## src/sgc_pkg.sv

```systemverilog
package sgc_pkg;

  localparam logic [7:0] STORM_RATE_LOW_OFS  = 8'h07;
  localparam logic [7:0] FACTORY_TEST_A_OFS  = 8'h08;
  localparam logic [7:0] FACTORY_TEST_B_OFS  = 8'h09;
  localparam logic [7:0] FACTORY_TEST_C_OFS  = 8'h0a;
  localparam logic [7:0] POWER_LED_CTRL_OFS  = 8'h0b;
  localparam logic [7:0] RESERVED_BYTE_OFS   = 8'h0c;
  localparam logic [7:0] SCRATCH_ONE_OFS     = 8'h0d;
  localparam logic [7:0] SCRATCH_TWO_OFS     = 8'h0e;
  localparam logic [7:0] SCRATCH_THREE_OFS   = 8'h0f;

  localparam logic [7:0] STORM_RATE_LOW_RST  = 8'h63;
  localparam logic [7:0] FACTORY_TEST_A_RST  = 8'h4e;
  localparam logic [7:0] FACTORY_TEST_B_RST  = 8'h24;
  localparam logic [7:0] FACTORY_TEST_C_RST  = 8'h24;
  localparam logic [7:0] POWER_LED_CTRL_RST  = 8'h08;
  localparam logic [7:0] RESERVED_BYTE_RST   = 8'h00;
  localparam logic [7:0] SCRATCH_RST         = 8'h00;

  localparam int POWER_SAVE_BIT   = 6;
  localparam int TEST_MODE_BIT    = 4;
  localparam int LED_SEL_LOW_BIT  = 1;
  localparam int TAG_MODE_BIT     = 0;

  localparam int BLOCK_BYTES      = 64;
  localparam int CLK_PERIOD_NS    = 10;
  localparam int PERIOD_FAST_MS   = 67;
  localparam int PERIOD_SLOW_MS   = 500;
  localparam int PERIOD_FAST_CYC  = PERIOD_FAST_MS * 1000000 / CLK_PERIOD_NS;
  localparam int PERIOD_SLOW_CYC  = PERIOD_SLOW_MS * 1000000 / CLK_PERIOD_NS;

  typedef enum logic [1:0] {
    SGC_LED_LINK_ACT,
    SGC_LED_SPEED_SPLIT,
    SGC_LED_ALT_A,
    SGC_LED_ALT_B
  } sgc_led_mode_t;

endpackage : sgc_pkg

```

## src/sgc_port_if.sv

```systemverilog
`timescale 1ns/1ns
`default_nettype none
interface sgc_port_if;
  logic        linkUp;
  logic        activity;
  logic        fullDuplex;
  logic        collision;
  logic        speed100;
  logic        rxBcast;
  logic        rxByte;
  logic        rxFrameEnd;
  logic        stormEnable;
  logic [10:0] threshold;
  logic        periodTick;
  logic        dropBcast;
  logic [3:0]  indicators;
  modport meter (input rxBcast, rxByte, rxFrameEnd, stormEnable, threshold,
                 periodTick, output dropBcast);
  modport led (input linkUp, activity, fullDuplex, collision, speed100,
               output indicators);
  modport top (output linkUp, activity, fullDuplex, collision, speed100,
               rxBcast, rxByte, rxFrameEnd, stormEnable, threshold,
               periodTick, input dropBcast, indicators);
endinterface : sgc_port_if
`default_nettype wire

```

## src/switch_global_control_regs.sv

```systemverilog
// Summary of operation
// - Limit broadcast blocks; low threshold resets 0x63.
// - Period 67ms at 100M, 500ms at 10M.
// - Threshold joins upper three and low byte.
// - Power-save bit six drives PHY power save.
// - Bit one sets low LED select only.
// - High select from strap; low resets strap.
// - Three LED mappings; with high select set, low is ignored.
`timescale 1ns/1ns
`default_nettype none
module switch_global_control_regs
  import sgc_pkg::*;
#(
  parameter int NUM_PORTS     = 3,
  parameter int FAST_PERIOD   = PERIOD_FAST_CYC,
  parameter int SLOW_PERIOD   = PERIOD_SLOW_CYC
) (
  input  wire logic                   ref_clk,
  input  wire logic                   rst_b,
  input  wire logic                   clkEn,
  input  wire logic                   regWrite,
  input  wire logic                   regRead,
  input  wire logic [7:0]             regAddr,
  input  wire logic [7:0]             regWdata,
  output logic [7:0]                  regRdata,
  output logic                        regHit,
  input  wire logic [2:0]             stormRateHigh,
  input  wire logic [NUM_PORTS-1:0]   stormEnable,
  input  wire logic                   led_select_low_strap,
  input  wire logic                   led_select_high_strap,
  input  wire logic [NUM_PORTS-1:0]   portLinkUp,
  input  wire logic [NUM_PORTS-1:0]   portActivity,
  input  wire logic [NUM_PORTS-1:0]   portFullDuplex,
  input  wire logic [NUM_PORTS-1:0]   portCollision,
  input  wire logic [NUM_PORTS-1:0]   portSpeed100,
  input  wire logic [NUM_PORTS-1:0]   rxBcast,
  input  wire logic [NUM_PORTS-1:0]   rxByte,
  input  wire logic [NUM_PORTS-1:0]   rxFrameEnd,
  output logic [NUM_PORTS-1:0]        dropBcast,
  output logic [NUM_PORTS-1:0]        port_indicator_0,
  output logic [NUM_PORTS-1:0]        port_indicator_1,
  output logic [NUM_PORTS-1:0]        port_indicator_2,
  output logic [NUM_PORTS-1:0]        port_indicator_3,
  output logic                        phyPowerSave,
  output logic                        special_tag_type_mode,
  output logic                        led_select_low,
  output logic                        led_select_high
);

  ////////////////////////////////////////////////////////////////////////////
  // Straps pass two flops; they are caught once after reset release.
  logic [1:0] strapMeta_reg, strapSync_reg;
  logic [1:0] strapCnt_reg,  strapCnt_next;

  logic [7:0] stormLow_reg,  stormLow_next;
  logic [7:0] testA_reg,     testA_next;
  logic [7:0] testB_reg,     testB_next;
  logic [7:0] testC_reg,     testC_next;
  logic [7:0] ctrl_reg,      ctrl_next;
  logic [7:0] rsvd_reg,      rsvd_next;
  logic [7:0] scr1_reg,      scr1_next;
  logic [7:0] scr2_reg,      scr2_next;
  logic [7:0] scr3_reg,      scr3_next;
  logic       ledHigh_reg,   ledHigh_next;
  logic [7:0] rdata_reg,     rdata_next;

  always_ff @(posedge ref_clk or negedge rst_b) begin
    if (!rst_b) begin
      strapMeta_reg <= 2'h0;
      strapSync_reg <= 2'h0;
    end else if (clkEn) begin
      strapMeta_reg <= {led_select_high_strap, led_select_low_strap};
      strapSync_reg <= strapMeta_reg;
    end
  end

  ////////////////////////////////////////////////////////////////////////////
  function automatic logic hit(input logic [7:0] a, input logic [7:0] ofs);
    return a == ofs;
  endfunction

  always_comb begin
    strapCnt_next = strapCnt_reg;
    stormLow_next = stormLow_reg;
    testA_next    = testA_reg;
    testB_next    = testB_reg;
    testC_next    = testC_reg;
    ctrl_next     = ctrl_reg;
    rsvd_next     = rsvd_reg;
    scr1_next     = scr1_reg;
    scr2_next     = scr2_reg;
    scr3_next     = scr3_reg;
    ledHigh_next  = ledHigh_reg;
    rdata_next    = rdata_reg;
    if (strapCnt_reg != 2'h3) begin
      strapCnt_next = strapCnt_reg + 2'h1;
      if (strapCnt_reg == 2'h2) begin
        ledHigh_next = strapSync_reg[1];
        ctrl_next[LED_SEL_LOW_BIT] = strapSync_reg[0];
      end
    end
    if (regWrite) begin
      if (hit(regAddr, STORM_RATE_LOW_OFS)) begin
        stormLow_next = regWdata;
      end else if (hit(regAddr, FACTORY_TEST_A_OFS)) begin
        testA_next = regWdata;
      end else if (hit(regAddr, FACTORY_TEST_B_OFS)) begin
        testB_next = regWdata;
      end else if (hit(regAddr, FACTORY_TEST_C_OFS)) begin
        testC_next = regWdata;
      end else if (hit(regAddr, POWER_LED_CTRL_OFS)) begin
        // Software sets low select.
        // Bit seven is read-only and stays zero.
        ctrl_next = {1'b0, regWdata[6:0]};
      end else if (hit(regAddr, SCRATCH_ONE_OFS)) begin
        scr1_next = regWdata;
      end else if (hit(regAddr, SCRATCH_TWO_OFS)) begin
        scr2_next = regWdata;
      end else if (hit(regAddr, SCRATCH_THREE_OFS)) begin
        scr3_next = regWdata;
      end
    end
    if (regRead) begin
      if (hit(regAddr, STORM_RATE_LOW_OFS)) begin
        rdata_next = stormLow_reg;
      end else if (hit(regAddr, FACTORY_TEST_A_OFS)) begin
        rdata_next = testA_reg;
      end else if (hit(regAddr, FACTORY_TEST_B_OFS)) begin
        rdata_next = testB_reg;
      end else if (hit(regAddr, FACTORY_TEST_C_OFS)) begin
        rdata_next = testC_reg;
      end else if (hit(regAddr, POWER_LED_CTRL_OFS)) begin
        rdata_next = ctrl_reg;
      end else if (hit(regAddr, RESERVED_BYTE_OFS)) begin
        rdata_next = rsvd_reg;
      end else if (hit(regAddr, SCRATCH_ONE_OFS)) begin
        rdata_next = scr1_reg;
      end else if (hit(regAddr, SCRATCH_TWO_OFS)) begin
        rdata_next = scr2_reg;
      end else if (hit(regAddr, SCRATCH_THREE_OFS)) begin
        rdata_next = scr3_reg;
      end else begin
        rdata_next = 8'h00;
      end
    end
  end

  always_ff @(posedge ref_clk or negedge rst_b) begin
    if (!rst_b) begin
      strapCnt_reg <= 2'h0;
      stormLow_reg <= STORM_RATE_LOW_RST;
      testA_reg    <= FACTORY_TEST_A_RST;
      testB_reg    <= FACTORY_TEST_B_RST;
      testC_reg    <= FACTORY_TEST_C_RST;
      ctrl_reg     <= POWER_LED_CTRL_RST;
      rsvd_reg     <= RESERVED_BYTE_RST;
      scr1_reg     <= SCRATCH_RST;
      scr2_reg     <= SCRATCH_RST;
      scr3_reg     <= SCRATCH_RST;
      ledHigh_reg  <= 1'b0;
      rdata_reg    <= 8'h00;
    end else if (clkEn) begin
      strapCnt_reg <= strapCnt_next;
      stormLow_reg <= stormLow_next;
      testA_reg    <= testA_next;
      testB_reg    <= testB_next;
      testC_reg    <= testC_next;
      ctrl_reg     <= ctrl_next;
      rsvd_reg     <= rsvd_next;
      scr1_reg     <= scr1_next;
      scr2_reg     <= scr2_next;
      scr3_reg     <= scr3_next;
      ledHigh_reg  <= ledHigh_next;
      rdata_reg    <= rdata_next;
    end
  end

  assign regRdata = rdata_reg;
  assign regHit   = (regAddr >= STORM_RATE_LOW_OFS)
                 && (regAddr <= SCRATCH_THREE_OFS);

  assign phyPowerSave          = ctrl_reg[POWER_SAVE_BIT];
  assign special_tag_type_mode = ctrl_reg[TAG_MODE_BIT];
  assign led_select_low        = ctrl_reg[LED_SEL_LOW_BIT];
  assign led_select_high       = ledHigh_reg;

  logic [10:0] threshold;
  assign threshold = {stormRateHigh, stormLow_reg};

  ////////////////////////////////////////////////////////////////////////////
  // Each port keeps its own period timer because its speed sets the length.
  // The timers are wide; a shared one would cost less but drift per speed.
  genvar p;
  generate
    for (p = 0; p < NUM_PORTS; p++) begin : g_port
      logic [31:0] tmr_reg, tmr_next;
      logic        tick;
      sgc_port_if  pif ();

      always_comb begin
        tick     = 1'b0;
        tmr_next = tmr_reg + 32'h1;
        if (tmr_reg >= 32'(portSpeed100[p] ? FAST_PERIOD - 1
                                           : SLOW_PERIOD - 1)) begin
          tick     = 1'b1;
          tmr_next = 32'h0;
        end
      end

      always_ff @(posedge ref_clk or negedge rst_b) begin
        if (!rst_b) begin
          tmr_reg <= 32'h0;
        end else if (clkEn) begin
          tmr_reg <= tmr_next;
        end
      end

      assign pif.linkUp      = portLinkUp[p];
      assign pif.activity    = portActivity[p];
      assign pif.fullDuplex  = portFullDuplex[p];
      assign pif.collision   = portCollision[p];
      assign pif.speed100    = portSpeed100[p];
      assign pif.rxBcast     = rxBcast[p];
      assign pif.rxByte      = rxByte[p];
      assign pif.rxFrameEnd  = rxFrameEnd[p];
      assign pif.stormEnable = stormEnable[p];
      assign pif.threshold   = threshold;
      assign pif.periodTick  = tick;

      sgc_storm_meter u_meter (
        .ref_clk    (ref_clk),
        .rst_b      (rst_b),
        .clkEn      (clkEn),
        .ledSelLow  (led_select_low),
        .ledSelHigh (led_select_high),
        .mp         (pif.meter),
        .lp         (pif.led)
      );

      assign dropBcast[p]        = pif.dropBcast;
      assign port_indicator_0[p] = pif.indicators[0];
      assign port_indicator_1[p] = pif.indicators[1];
      assign port_indicator_2[p] = pif.indicators[2];
      assign port_indicator_3[p] = pif.indicators[3];

      a_period_length: assert property (
        @(posedge ref_clk) disable iff (!rst_b)
        tmr_reg > 32'(SLOW_PERIOD - 1) |-> 1'b0)
        else $error("period timer overran its length");
    end
  endgenerate

  ////////////////////////////////////////////////////////////////////////////
  a_storm_reset: assert property (
    @(posedge ref_clk)
    $rose(rst_b) |-> stormLow_reg == STORM_RATE_LOW_RST)
    else $error("threshold low byte not at reset value");

  a_power_save: assert property (
    @(posedge ref_clk) disable iff (!rst_b)
    clkEn && regWrite && regAddr == POWER_LED_CTRL_OFS
    |=> phyPowerSave == $past(regWdata[POWER_SAVE_BIT]))
    else $error("power save did not follow write");

  a_led_low_write: assert property (
    @(posedge ref_clk) disable iff (!rst_b)
    clkEn && regWrite && regAddr == POWER_LED_CTRL_OFS
    |=> led_select_low == $past(regWdata[LED_SEL_LOW_BIT]))
    else $error("low LED select did not follow write");

  a_led_high_fixed: assert property (
    @(posedge ref_clk) disable iff (!rst_b)
    strapCnt_reg == 2'h3 |=> $stable(led_select_high))
    else $error("high LED select changed after capture");

  // The joined value is checked where it acts, at the drop decision.
  a_threshold_join: assert property (
    @(posedge ref_clk) disable iff (!rst_b)
    clkEn && stormEnable[0]
    && g_port[0].u_meter.blockCnt_next >= {stormRateHigh, stormLow_reg}
    |=> dropBcast[0])
    else $error("drop did not follow joined threshold");

  a_scratch_hold: assert property (
    @(posedge ref_clk) disable iff (!rst_b)
    !(regWrite && regAddr == SCRATCH_ONE_OFS) |=> $stable(scr1_reg))
    else $error("scratch byte changed without write");

  a_drop_needs_en: assert property (
    @(posedge ref_clk) disable iff (!rst_b)
    dropBcast[0] |-> $past(stormEnable[0]))
    else $error("drop without storm enable");

endmodule : switch_global_control_regs
`default_nettype wire

```

## src/sgc_storm_meter.sv

```systemverilog
`timescale 1ns/1ns
`default_nettype none
module sgc_storm_meter
  import sgc_pkg::*;
(
  input  wire logic  ref_clk,
  input  wire logic  rst_b,
  input  wire logic  clkEn,
  input  wire logic  ledSelLow,
  input  wire logic  ledSelHigh,
  sgc_port_if.meter  mp,
  sgc_port_if.led    lp
);

  logic [5:0]  byteCnt_reg,  byteCnt_next;
  logic [10:0] blockCnt_reg, blockCnt_next;
  logic        drop_reg,     drop_next;
  logic [3:0]  ind_reg,      ind_next;

  ////////////////////////////////////////////////////////////////////////////
  always_comb begin
    byteCnt_next  = byteCnt_reg;
    blockCnt_next = blockCnt_reg;
    drop_next     = drop_reg;
    if (mp.periodTick) begin
      byteCnt_next  = 6'h00;
      blockCnt_next = 11'h000;
    end else if (mp.rxBcast && mp.rxByte) begin
      byteCnt_next = byteCnt_reg + 6'h01;
      if (byteCnt_reg == 6'(BLOCK_BYTES - 1) && blockCnt_reg != 11'h7ff) begin
        blockCnt_next = blockCnt_reg + 11'h001;
      end
    end
    drop_next = mp.stormEnable && (blockCnt_next >= mp.threshold);
    ind_next = 4'h0;
    case ({ledSelHigh, ledSelLow})
      2'b00: begin
        ind_next[2] = lp.linkUp & ~lp.activity;
        ind_next[1] = lp.fullDuplex | lp.collision;
        ind_next[0] = lp.speed100;
      end
      2'b01: begin
        ind_next[2] = lp.linkUp & lp.speed100 & ~lp.activity;
        ind_next[1] = lp.linkUp & ~lp.speed100 & ~lp.activity;
        ind_next[0] = lp.fullDuplex;
      end
      default: begin
        ind_next[3] = lp.activity;
        ind_next[2] = lp.linkUp;
        ind_next[1] = lp.fullDuplex | lp.collision;
        ind_next[0] = lp.speed100;
      end
    endcase
  end

  always_ff @(posedge ref_clk or negedge rst_b) begin
    if (!rst_b) begin
      byteCnt_reg  <= 6'h00;
      blockCnt_reg <= 11'h000;
      drop_reg     <= 1'b0;
      ind_reg      <= 4'h0;
    end else if (clkEn) begin
      byteCnt_reg  <= byteCnt_next;
      blockCnt_reg <= blockCnt_next;
      drop_reg     <= drop_next;
      ind_reg      <= ind_next;
    end
  end

  assign mp.dropBcast = drop_reg;
  assign lp.indicators = ind_reg;

  // Every period boundary must start a fresh count.
  a_block_count_clear: assert property (
    @(posedge ref_clk) disable iff (!rst_b)
    clkEn && mp.periodTick |=> blockCnt_reg == 11'h000)
    else $error("block count not cleared at period boundary");

endmodule : sgc_storm_meter
`default_nettype wire

```

## config.mk

```make
export PLATFORM = sky130hd
export DESIGN_NAME = switch_global_control_regs
export DESIGN_NICKNAME = d
export VERILOG_FILES = /design/src/sgc_pkg.sv /design/src/sgc_port_if.sv /design/src/switch_global_control_regs.sv /design/src/sgc_storm_meter.sv
export SDC_FILE = /design/constraint.sdc
export NUM_CORES = 1
export LEC_CHECK = 0
export BUFFER_PORTS_ARGS = -buffer_cell sky130_fd_sc_hd__buf_2
export CAP_MARGIN = 10
export CORE_ASPECT_RATIO = 1.25
export CORE_MARGIN = 3
export CORE_UTILIZATION = 50
export DETAILED_ROUTE_END_ITERATION = 6
export PLACE_DENSITY_LB_ADDON = 0.12
export REMOVE_ABC_BUFFERS = 1
export SKIP_CTS_REPAIR_TIMING = 1
export SYNTH_ARGS = -nofsm -noshare
export SYNTH_HDL_FRONTEND = slang
export SYNTH_SLANG_ARGS = --single-unit
export TNS_END_PERCENT = 5
```

## constraint.sdc

```tcl
create_clock -name ref_clk -period 4.7 [get_ports ref_clk]
set_input_delay 0.94 -clock ref_clk [delete_from_list [all_inputs] [get_ports ref_clk]]
set_output_delay 0.94 -clock ref_clk [all_outputs]
set_load 0.05 [all_outputs]
```

==> metrics <==
status finished, final reports clean; dpl ws 241 ps; Worst VDD drop 0.000352 V; CTS tree done; Die W approximately 150 um; Initial Util 0.510; die area 29600 um2; wire per inst 16.7 um; 1st-pass router iterations 7; post-synthesis area per instance 9.72 um2; WP data arrival 4330 ps; crit path capture type flop; final wirelength 30900 um; Num CTS Buffers 27; Cells after Synth 1417; Die Y between 150 and 200 um; unrepaired setup endpoints after global routing no; period utilization 0.834; slowest CP cell o21ai_1; hold path start regRdata[1]; share of cells above drive strength 1 0.165; Synth cell types 77; commonest non-fill, non-tap cell in the layout dfrtp_1; achievable frequency 255 MHz; gr ovfl total 0; Final Max Slew Viols 0; clock period minus worst slack between 3000 and 4000 ps; HP Class reg2reg; Leak approximately 0.0074 uW; CP cell instances buf_2, inv_1, ha_1, a2111oi_0, o31ai_1, a21oi_1, o21ai_1, nor2_1, ha_1, nor2b_1, o21a_1, o21a_1, o21bai_1, a31oi_1, o221a_2; Clock Tree Root clkbuf_16; worst-path fanout max 13; clock-pin slew on the worst setup and hold paths around 60 ps; Setup CP Type in2reg; vias in the first global route 10.6k; Final WS setup 778 ps; Hold Vio Cnt, Final 0; post-DP HPWL approximately 21000 um; total track usage 0.209; r2r worst-path depth 13; final cell count without fillers 1855; fin nets 1622; prevailing post-synth register cell dfrtp_1; final antenna-violating net count 0; Startpoint Class input pin; Setup Skew about 11 ps; Crit. path cell count 15; Avg Vias per Cell ~5.8; Seq/Total Area, Yosys 0.437; Area Growth Syn to Fin 13.1%; worst path bufs/invs 2; routed via count approximately 11k; number of flops mapped to enable cells by yosys 0; Worst Tran Pin Value between 1000 and 1500 ps; largest net degree at the start of global routing 128; hold depth 2; max capacitance violation total 0; initial antenna violation count 1; Critical Path RT 5110 ps; row cnt 67; Async SR Flop Fraction 1.00; Critical R2R Launch g_port[0].tmr_reg[15]; Yosys reg bits 240; Power Density 362 nW/um2; Yosys Warn Count 0; Inst Count DP between 1.5k and 2k; peak per-stage delay on the critical path 700 ps; Top delay family on crit path compound AO/OA/AOI/OAI gates; CORE AREA between 20000 and 30000 um2; initial DRC count 521; Hold WS approximately 470 ps; DRC Markers 0; maximum clock path buffer count 3; Boundary Pins between 80 and 90; commonest non-fill, non-tap cells in the layout 227 x dfrtp_1, 176 x nor2_1, 111 x nand2_1; first-pass GRT wire length 52300 um; Clock Latency Late Sink roughly 530 ps; setup_tns 0 ps; Pwr Total 5650 uW; max reg flops 96; Critical Path Source portSpeed100[0]; Mapped Area 13800 um2; PortBufs 77; Final Setup Violations 0; Slew headroom 0.283; H-tree levels 1; Final GP Congestion a little under 0.8; CTS Sinks 240
==> layout make-up <==
type / count / area (um2)
timing repair buffer: 98 / 568
tap: 345 / 432
sequential: 240 / 6020
clock buffer: 33 / 708
clock inverter: 16 / 315
antenna: 1 / 2.50
multi-input combinational: 1083 / 7400
fill: 2437 / 11400
inverter: 39 / 146
==> metrics by stage <==
| stage | utilization | area, um2 |
|---|---|---|
| floorplan | - | 13600 |
| global placement | 0.540 | 14600 |
| detailed placement | 0.540 | 14600 |
| CTS | 0.578 | 15600 |
| global route | 0.578 | 15600 |
| finish | 0.578 | 15600 |
==> worst paths after layout <==
| check | to | slack [ps] |
|---|---|---|
| min in group asynchronous | g_port[0].tmr_reg[29] | 490 |
| hold reg to reg | regRdata[1] | 470 |
| setup / recovery | g_port[0].u_meter.mp.dropBcast | 780 |
| hold / removal | regRdata[1] | 470 |
| max in group asynchronous | testC_reg[5] | 3090 |
| setup reg to reg | g_port[0].u_meter.mp.dropBcast | 1190 |
==> power by group <==
group | switching (uW) | total (uW) | internal [uW]
registers | 215 | 2470 | 2260
clock network | 866 | 2430 | 1560
logic | 477 | 747 | 270
total | 1560 | 5650 | 4090
==> cells by family (layout without fill, tap and decap cells) <==
family,count (synthesis),in the layout,synth area share
adders and majority gates,80,80,0.0726
DFF,240,240,0.437
and+or+nand+nor,568,568,0.209
AOI/OAI and AO/OA,250,250,0.123
buffers and inverters,94,186,0.0272
xor gates and xnor gates,105,105,0.0667
other,0,1,0
muxes,80,80,0.0643
==> Yosys cell counts (8+ instances only) <==
cell type    n  area, um2
mux2_1       8       90.1
nor2_1     176        661
nor4_1      10       62.6
inv_1       39        146
dfrtp_1    227       5680
o21ai_0     49        245
clkbuf_1    43        161
ha_1        80       1000
nand3_1     64        320
nor2b_1     11       68.8
nor3_1      26        130
mux2_2      60        676
dfstp_2     13        342
o21a_1       9       67.6
or2_2        9       56.3
xor2_1      76        666
nand2b_1    11       68.8
and4_1      18        158
a21o_1       8       60.1
o2bb2ai_1   15        131
o31ai_1     14        105
and3_1      25        156
and2_1      13       81.3
mux2i_1     12        120
nand4_1     55        344
a31oi_1     24        150
xnor2_1     29        254
nand2_1    111        417
a21oi_1     54        270
==> worst register-to-register path, cell delays in order, from the launching register on <==
cell and delay (ps):
dfrtp_1 440, ha_1 320, nand4_1 110, o31ai_1 270, a21oi_1 100, o21ai_1 710
nor2_1 170, ha_1 340, nor2b_1 130, o21a_1 160, o21a_1 160, o21bai_1 120
a31oi_1 120, o221a_2 230
==> layer usage <==
layer,GRT usage,vias up,wire length (um)
li1,-,5288,-
met2,0.361,180,14800
met5,0,-,0
met1,0.287,5277,14500
met4,0.0394,0,447
met3,0.0252,36,1140
Power figures use the tool's default switching activity.
